--- src/verilog/brake_seq_pkg.sv ---
// Package: register map, field widths and reset values for the brake release sequencer
package brake_seq_pkg;

   // -------------------------------------------------
   // Register offsets (byte addresses)
   // -------------------------------------------------
   localparam logic [11:0] OFS_CTRL     = 12'h000;
   localparam logic [11:0] OFS_ON_DLY   = 12'h004;
   localparam logic [11:0] OFS_OFF_DLY  = 12'h008;
   localparam logic [11:0] OFS_SPD_THR  = 12'h00c;
   localparam logic [11:0] OFS_STATUS   = 12'h010;
   localparam logic [11:0] OFS_COUNT    = 12'h014;

   // -------------------------------------------------
   // Field layout
   // -------------------------------------------------
   localparam int CTRL_EN_BIT     = 0;
   localparam int ST_RELEASE_BIT  = 0;
   localparam int ST_SERVO_BIT    = 1;
   localparam int ST_BELOW_BIT    = 2;
   localparam int ST_STATE_LSB    = 4;
   localparam int DLY_W           = 16;
   localparam int SPD_W           = 16;

   // -------------------------------------------------
   // Reset values
   // -------------------------------------------------
   localparam logic             CTRL_EN_RST  = 1'b1;
   localparam logic [DLY_W-1:0] ON_DLY_RST   = 16'h0000;
   localparam logic [DLY_W-1:0] OFF_DLY_RST  = 16'h0000;
   localparam logic [SPD_W-1:0] SPD_THR_RST  = 16'h0000;

   // -------------------------------------------------
   // Timing: one delay unit in ns, cycles per unit at 40 MHz
   // -------------------------------------------------
   localparam int CLK_PERIOD_NS  = 25;
   localparam int DLY_UNIT_NS    = 1000000;
   localparam int TICK_CYCLES    = DLY_UNIT_NS / CLK_PERIOD_NS;
   localparam int TICK_W         = 16;

   // Sequencer states, Gray coded along engaged->wait_on->released->wait_off
   typedef enum logic [1:0] {
      ST_ENGAGED  = 2'b00,
      ST_WAIT_ON  = 2'b01,
      ST_RELEASED = 2'b11,
      ST_WAIT_OFF = 2'b10
   } seq_state_t;

endpackage
--- src/verilog/brake_release_sequencer.sv ---
// Brake release sequencer: servo-on driven brake output with on/off delays and APB registers
//
// Notes on behaviour
// Output low engages brake, high releases it
// Separate programmable on and off delays
// Servo off: engage when off delay expires
// Servo off: engage early when speed below threshold
// Brake engages only after servo is off
// External controller brakes only while decelerating; the output ignores deceleration, which is not an input
// External brake acts with motor braking direction; the output ignores direction, which is not an input here
// Servo on: release after on delay expires
`timescale 1ns/1ps
module brake_release_sequencer #(
   parameter int TICK_CYCLES = brake_seq_pkg::TICK_CYCLES
) (
   input  wire logic                              pclk,
   input  wire logic                              presetn,
   input  wire logic                              psel,
   input  wire logic                              penable,
   input  wire logic                              pwrite,
   input  wire logic [11:0]                       paddr,
   input  wire logic [31:0]                       pwdata,
   output logic      [31:0]                       prdata,
   output logic                                   pready,
   output logic                                   pslverr,
   input  wire logic                              servo_on_input,
   input  wire logic [brake_seq_pkg::SPD_W-1:0]   motor_speed,
   output logic                                   brake_release_output
);

   // -------------------------------------------------
   // Register state
   // -------------------------------------------------
   logic                             enable_q;
   logic [brake_seq_pkg::DLY_W-1:0]  on_delay_setting_q;
   logic [brake_seq_pkg::DLY_W-1:0]  off_delay_setting_q;
   logic [brake_seq_pkg::SPD_W-1:0]  speed_threshold_setting_q;
   brake_seq_pkg::seq_state_t        state_q;
   brake_seq_pkg::seq_state_t        state_d;
   logic [brake_seq_pkg::DLY_W-1:0]  delay_cnt_q;
   logic [brake_seq_pkg::TICK_W-1:0] tick_cnt_q;
   logic                             tick;
   logic                             setup_q;
   logic                             servo_active;
   logic                             speed_below;
   logic                             access;
   logic [31:0]                      rdata_d;
   logic                             addr_ok;
   logic                             wr_go;
   logic [31:0]                      status_word;

   // -------------------------------------------------
   // Register map, one 32-bit word each
   // -------------------------------------------------
   // 0x000 control: bit 0 enable, set out of reset
   // 0x004 on delay, 0x008 off delay, in delay units
   // 0x00c speed threshold, same units as motor_speed
   // 0x010 status: output, servo, below, state
   // 0x014 running delay count, read only
   // Upper bits read zero; writes to them are dropped
   // Unmapped offsets answer with pslverr, writes ignored

   // Address decode for the error answer; the read mux has its own case
   function automatic logic mapped(input logic [11:0] a);
      mapped = (a == brake_seq_pkg::OFS_CTRL)    || (a == brake_seq_pkg::OFS_ON_DLY)  ||
               (a == brake_seq_pkg::OFS_OFF_DLY) || (a == brake_seq_pkg::OFS_SPD_THR) ||
               (a == brake_seq_pkg::OFS_STATUS)  || (a == brake_seq_pkg::OFS_COUNT);
   endfunction

   assign servo_active = servo_on_input & enable_q;
   // Strictly below; equal speed keeps waiting for the delay
   assign speed_below  = motor_speed < speed_threshold_setting_q;
   assign addr_ok      = mapped(paddr);

   // -------------------------------------------------
   // APB slave: one wait state so prdata comes from a flop
   // -------------------------------------------------
   // Access phase completes on the second penable cycle
   assign access = psel & penable & setup_q;

   // Wait-state tracker: set during first access cycle
   always_ff @(posedge pclk or negedge presetn) begin
      if (!presetn) begin
         setup_q <= 1'b0;
      end else begin
         setup_q <= psel & penable & ~setup_q;
      end
   end

   // Ready is registered, asserted in the completing cycle
   always_ff @(posedge pclk or negedge presetn) begin
      if (!presetn) begin
         pready <= 1'b0;
      end else begin
         pready <= psel & penable & ~setup_q;
      end
   end

   // Error flags an unmapped offset alongside ready
   always_ff @(posedge pclk or negedge presetn) begin
      if (!presetn) begin
         pslverr <= 1'b0;
      end else begin
         pslverr <= psel & penable & ~setup_q & ~addr_ok;
      end
   end

   // Status word; unused bits read zero
   always_comb begin
      status_word                                 = 32'h0000_0000;
      status_word[brake_seq_pkg::ST_RELEASE_BIT]  = brake_release_output;
      status_word[brake_seq_pkg::ST_SERVO_BIT]    = servo_active;
      status_word[brake_seq_pkg::ST_BELOW_BIT]    = speed_below;
      status_word[brake_seq_pkg::ST_STATE_LSB+:2] = state_q;
   end

   // Read mux; unmapped addresses read zero
   always_comb begin
      rdata_d = 32'h0000_0000;
      case (paddr)
         brake_seq_pkg::OFS_CTRL: begin
            rdata_d[brake_seq_pkg::CTRL_EN_BIT] = enable_q;
         end
         brake_seq_pkg::OFS_ON_DLY: begin
            rdata_d[brake_seq_pkg::DLY_W-1:0] = on_delay_setting_q;
         end
         brake_seq_pkg::OFS_OFF_DLY: begin
            rdata_d[brake_seq_pkg::DLY_W-1:0] = off_delay_setting_q;
         end
         brake_seq_pkg::OFS_SPD_THR: begin
            rdata_d[brake_seq_pkg::SPD_W-1:0] = speed_threshold_setting_q;
         end
         brake_seq_pkg::OFS_STATUS: begin
            rdata_d = status_word;
         end
         brake_seq_pkg::OFS_COUNT: begin
            rdata_d[brake_seq_pkg::DLY_W-1:0] = delay_cnt_q;
         end
         default: begin
            rdata_d = 32'h0000_0000;
         end
      endcase
   end

   // Read data captured in the first access cycle, held until next read
   always_ff @(posedge pclk or negedge presetn) begin
      if (!presetn) begin
         prdata <= 32'h0000_0000;
      end else if (psel & penable & ~setup_q & ~pwrite) begin
         prdata <= rdata_d;
      end
   end

   // Write strobe for one register, shared by every setting
   function automatic logic write_hit(input logic go, input logic [11:0] a,
                                      input logic [11:0] ofs);
      write_hit = go & (a == ofs);
   endfunction

   // Writes take effect at the completing edge only
   assign wr_go = access & pwrite;

   // Enable bit; clearing it forces the servo request inactive
   always_ff @(posedge pclk or negedge presetn) begin
      if (!presetn) begin
         enable_q <= brake_seq_pkg::CTRL_EN_RST;
      end else if (write_hit(wr_go, paddr, brake_seq_pkg::OFS_CTRL)) begin
         enable_q <= pwdata[brake_seq_pkg::CTRL_EN_BIT];
      end
   end

   // on delay setting
   always_ff @(posedge pclk or negedge presetn) begin
      if (!presetn) begin
         on_delay_setting_q <= brake_seq_pkg::ON_DLY_RST;
      end else if (write_hit(wr_go, paddr, brake_seq_pkg::OFS_ON_DLY)) begin
         on_delay_setting_q <= pwdata[brake_seq_pkg::DLY_W-1:0];
      end
   end

   // off delay setting, kept apart from the on delay
   always_ff @(posedge pclk or negedge presetn) begin
      if (!presetn) begin
         off_delay_setting_q <= brake_seq_pkg::OFF_DLY_RST;
      end else if (write_hit(wr_go, paddr, brake_seq_pkg::OFS_OFF_DLY)) begin
         off_delay_setting_q <= pwdata[brake_seq_pkg::DLY_W-1:0];
      end
   end

   // Speed threshold for early engagement
   always_ff @(posedge pclk or negedge presetn) begin
      if (!presetn) begin
         speed_threshold_setting_q <= brake_seq_pkg::SPD_THR_RST;
      end else if (write_hit(wr_go, paddr, brake_seq_pkg::OFS_SPD_THR)) begin
         speed_threshold_setting_q <= pwdata[brake_seq_pkg::SPD_W-1:0];
      end
   end

   // -------------------------------------------------
   // Delay time base
   // -------------------------------------------------
   // Prescaler restarts on every state change so delays start aligned
   always_ff @(posedge pclk or negedge presetn) begin
      if (!presetn) begin
         tick_cnt_q <= '0;
      end else if (state_d != state_q || tick) begin
         tick_cnt_q <= '0;
      end else begin
         tick_cnt_q <= tick_cnt_q + 1'b1;
      end
   end

   assign tick = (tick_cnt_q == brake_seq_pkg::TICK_W'(TICK_CYCLES - 1));

   // -------------------------------------------------
   // Sequencer
   // -------------------------------------------------
   // Engaged and wait-on hold the brake; released and
   // wait-off let the motor turn. A changed setting
   // applies from the next compare, so shortening a delay
   // below the running count lets the count climb to its
   // ceiling and hold there, so the delay never ends; keep settings
   // steady while a delay runs. Speed is compared every
   // cycle, so a noisy speed word can end wait-off early.
   // Losing the servo request in wait-on returns to
   // engaged without ever releasing the brake.
   always_comb begin
      state_d = state_q;
      case (state_q)
         brake_seq_pkg::ST_ENGAGED: begin
            if (servo_active) begin
               state_d = brake_seq_pkg::ST_WAIT_ON;
            end
         end
         brake_seq_pkg::ST_WAIT_ON: begin
            // release after on delay
            if (!servo_active) begin
               state_d = brake_seq_pkg::ST_ENGAGED;
            end else if (delay_cnt_q == on_delay_setting_q) begin
               state_d = brake_seq_pkg::ST_RELEASED;
            end
         end
         brake_seq_pkg::ST_RELEASED: begin
            // engage only after servo off
            if (!servo_active) begin
               state_d = brake_seq_pkg::ST_WAIT_OFF;
            end
         end
         brake_seq_pkg::ST_WAIT_OFF: begin
            // off delay expiry; low speed engages at once
            if (servo_active) begin
               state_d = brake_seq_pkg::ST_RELEASED;
            end else if (speed_below || delay_cnt_q == off_delay_setting_q) begin
               state_d = brake_seq_pkg::ST_ENGAGED;
            end
         end
         default: begin
            state_d = brake_seq_pkg::ST_ENGAGED;
         end
      endcase
   end

   // State register
   always_ff @(posedge pclk or negedge presetn) begin
      if (!presetn) begin
         state_q <= brake_seq_pkg::ST_ENGAGED;
      end else begin
         state_q <= state_d;
      end
   end

   // Delay counter in time units; cleared on every state change
   always_ff @(posedge pclk or negedge presetn) begin
      if (!presetn) begin
         delay_cnt_q <= '0;
      end else if (state_d != state_q) begin
         delay_cnt_q <= '0;
      end else if (tick && delay_cnt_q != {brake_seq_pkg::DLY_W{1'b1}}) begin
         delay_cnt_q <= delay_cnt_q + 1'b1;
      end
   end

   // Pin level for a state: high only in released and wait-off
   function automatic logic released_level(input brake_seq_pkg::seq_state_t s);
      released_level = (s == brake_seq_pkg::ST_RELEASED) || (s == brake_seq_pkg::ST_WAIT_OFF);
   endfunction

   // output high only in released states
   // Registered from next state so the pin follows the state without lag
   always_ff @(posedge pclk or negedge presetn) begin
      if (!presetn) begin
         brake_release_output <= 1'b0;
      end else begin
         brake_release_output <= released_level(state_d);
      end
   end

endmodule

--- config.mk ---
export PLATFORM = sky130hd
export DESIGN_NAME = brake_release_sequencer
export DESIGN_NICKNAME = d
export VERILOG_FILES = /design/src/verilog/brake_seq_pkg.sv /design/src/verilog/brake_release_sequencer.sv
export SDC_FILE = /design/constraint.sdc
export NUM_CORES = 1
export LEC_CHECK = 0
export ABC_AREA = 1
export ABC_CLOCK_PERIOD_IN_PS = 1900
export BUFFER_PORTS_ARGS = -buffer_cell sky130_fd_sc_hd__clkbuf_2
export CAP_MARGIN = 10
export CORE_ASPECT_RATIO = 0.8
export CORE_MARGIN = 1
export CORE_UTILIZATION = 50
export CTS_CLUSTER_DIAMETER = 200
export DETAILED_ROUTE_END_ITERATION = 6
export PLACE_DENSITY = 0.73
export SLEW_MARGIN = 20
export SYNTH_ARGS = -nofsm -noshare
export SYNTH_HDL_FRONTEND = slang
export SYNTH_SLANG_ARGS = --single-unit
--- constraint.sdc ---
create_clock -name pclk -period 1.9 [get_ports pclk]
set_input_delay 0.19 -clock pclk [delete_from_list [all_inputs] [get_ports pclk]]
set_output_delay 0.19 -clock pclk [all_outputs]
set_load 0.02 [all_outputs]
==> impl_metrics.json <==
{
  "min_period_over_period_pct": 104.0,
  "synthTopCellsByArea": "dfrtp_1, nand2_1, o21ai_0, inv_1, nor2_1",
  "rsz0062_at_grt": "true",
  "ys_seq_area_share_pct": 44.44,
  "synth_area_per_cell_um2": 7.787,
  "core_um2": 11020,
  "fin_area_um2": 7224,
  "crit_family": "simple AND/OR/NAND/NOR gates",
  "maxCapViolCount": 0,
  "wire_per_inst_um": 15.40,
  "setup.worst_path.start": "speed_threshold_setting_q[9]",
  "overflow": 0,
  "p_per_area_nw_per_um2": 635.8,
  "dr.pass1.iters": 6,
  "hp-start": "penable",
  "synth-seq-cells": 102,
  "cpMostUsedCell": "nand2_2",
  "total_power_w": 0.004594,
  "syn_inst": 738,
  "max_freq_ghz": 0.5062,
  "status": "finished, violations left",
  "vias_per_cell": 5.344,
  "fin_ws_ns": -0.07542,
  "wirelength_um": 15490,
  "synth_edf_count": 0,
  "worstPathArrival_ns": 2.21,
  "route.detailed.drc": 0,
  "antenna_cells": 0,
  "max_stage_delay_ns": 0.36,
  "area_growth_pct": 25.71,
  "grt_start_max_net_pins": 103,
  "rrSetupSlack_ns": -0.08,
  "finalSetupTns_ns": -1.533,
  "holdCritPathClass": "input pin to flip-flop",
  "ant_nets": 0,
  "rows": 34,
  "grtUsageTotal_pct": 26.60,
  "timing.slew.headroom_pct": 62.06,
  "layout.nets": 940,
  "criticalPathCategory": "flip-flop to flip-flop",
  "cp_cell_sequence": "inv_1 -> ha_1 -> a21oi_2 -> o21ai_2 -> a21oi_4 -> nand2_2 -> nand2_1 -> nand4_1 -> nand2_2 -> buf_12 -> nor2_2",
  "setup_viol": 32,
  "ios": 101,
  "antenna_found_initial": 0,
  "dp.final_hpwl_um": 11040,
  "port-buffer-count": 68,
  "synth_most_common_cell": "nand2_1",
  "cts_tree": "yes",
  "path_clk_slew_ns": 0.07,
  "synth_top_area_cell": "dfrtp_1",
  "dieHeight_um": 97.89,
  "yosysUniqueCellTypes": 40,
  "worst_pin_slew_ns": 0.5670,
  "initial_utilization_pct": 52.16,
  "grt_pass1_wl_um": 24520,
  "violations": "setup timing",
  "cpMaxStageDelayCell": "dfrtp_1",
  "drive_above_1_share_pct": 26.91,
  "rr_startpoint": "speed_threshold_setting_q[9]",
  "fp.dieW_um": 121.9,
  "grt_pass1_vias": 5071,
  "drt_iter0_markers": 623,
  "cts_buffer_depth": 2,
  "worstPathRequired_ns": 2.14,
  "slew_viol_final": 0,
  "ir_worst_vdd_uv": 397.0,
  "vias": 5376,
  "hold_ws_ns": 0.09046,
  "cellLeakagePower_nw": 3.480,
  "ys.flop_type": "dfrtp_1",
  "h-tree-depth": 3,
  "synth_top_area_share_pct": 43.98,
  "final_hold_viol_count": 0,
  "path_max_fanout": 8,
  "cts_inserted_buffers": 9,
  "path_buf_inv": 2,
  "ys_top_cells_by_count": "nand2_1, dfrtp_1, inv_1, o21ai_0, nor2_1",
  "die_area_um2": 11930,
  "end_kind": "flip-flop",
  "fin_skew_ns": 0.009738,
  "cts_root_buffer": "clkbuf_16",
  "cts_sinks": 102,
  "period_minus_slack_ns": 1.975,
  "worstSkewPairLatency_ns": 0.35,
  "synth-async-reset-ratio_pct": 100.0,
  "start_kind": "flip-flop",
  "final_core_util_pct": 65.57,
  "postPlaceCellArea_um2": 6485,
  "gp_congestion": 0.8780,
  "syn_area_um2": 5747,
  "ys_warn_count": 0
}
==> path summary, 6_finish.rpt <==
check,end,depth (start not counted)
worst max-delay path,delay_cnt_q[8],11
worst max register to register,delay_cnt_q[8],11
worst min-delay path,pready,3
max in group asynchronous,delay_cnt_q[10],3
worst min register to register,pready,1
min in group asynchronous,prdata[2],3
==> per-layer routing <==
layer | part of all wire [%] | GRT usage [%]
met5 | 0 | 0
met3 | 7.0 | 5.023
met4 | 1.7 | 7.217
met2 | 47 | 41.72
met1 | 45 | 37.63
==> tightest hold or removal path, stage by stage <==
cell	delay, ns
clkbuf_2	0.08
nand2_1	0.07
nor2_1	0.06
==> per-stage QoR <==
step,std cells,setup slack (ns)
5_1_grt,1006,-0.1687
6_report,1006,-0.07542
2_1_floorplan,753,0.1642
3_5_place_dp,976,-0.2110
3_3_place_gp,976,-0.1171
4_1_cts,996,0.008540
==> final cells by class <==
cell class                      count  area, um^2
Clock inverter                      7       73.82
Fill cell                         880        3794
Timing Repair Buffer              128       838.3
Inverter                           98       372.9
Tap cell                          144       180.2
Clock buffer                        9       225.2
Multi-Input combinational cell    518        2973
Sequential cell                   102        2561
==> registers in the layout, indices dropped and copies added, names as in the netlist <==
register and cells:
delay_cnt_q 16, off_delay_setting_q 16, on_delay_setting_q 16, prdata 16, speed_threshold_setting_q 16, tick_cnt_q 16, state_q 2, brake_release_output 1
enable_q 1, pready 1, pslverr 1
==> kinds of logic (layout without fill, tap and decap cells) <==
logic type	after synthesis	count (layout)	synth area share, %
buffers and inverters	134	242	10.21
and+or+nand+nor	330	331	24.95
DFF	102	102	44.44
AOI/OAI and AO/OA	119	119	11.30
other	1	16	0.06525
adders and majority gates	17	17	3.701
xor gates and xnor gates	35	35	5.334
==> placed cells by master (no fill, tap or decap), types with 3 or more instances in the layout <==
cell type    n
a21oi_1      7
o21ai_0     72
dfrtp_2      6
nand2_1    187
nor3_1       9
xnor2_1     14
o211ai_1     3
nand2_2      7
nor3_4       4
o2111ai_1    3
inv_1       89
inv_2        7
nand4_1     20
nor2_1      49
o22ai_1     12
nor2_4      10
o21ai_2      5
buf_4       57
conb_1      16
ha_1        11
ha_4         4
nor2_2      20
a21oi_2      4
nand3_4      4
clkbuf_2    67
clkbuf_16   10
o21ai_1      6
dfrtp_1     95
xor2_1      17
xor2_2       4
nand3_1     11
==> report_power, final <==
part	switching, W	total [W]	internal, W
logic	0.000252	0.000411	0.000159
registers	0.0000719	0.00231	0.00224
clock network	0.000849	0.00188	0.00103
total	0.00117	0.00459	0.00342
==> repair_timing <==
item / 4_1_cts / 5_1_grt
gates cloned: 1 / 1
buffers inserted: 2 / 9
setup endpoints to repair: 34 / 34
resized for setup: 23 / 64
hold buffers: 1 / 0
pin swaps: 5 / 14
endpoints found under the hold margin: 101 / 0
No activity file was read; power rests on OpenSTA's default activity.
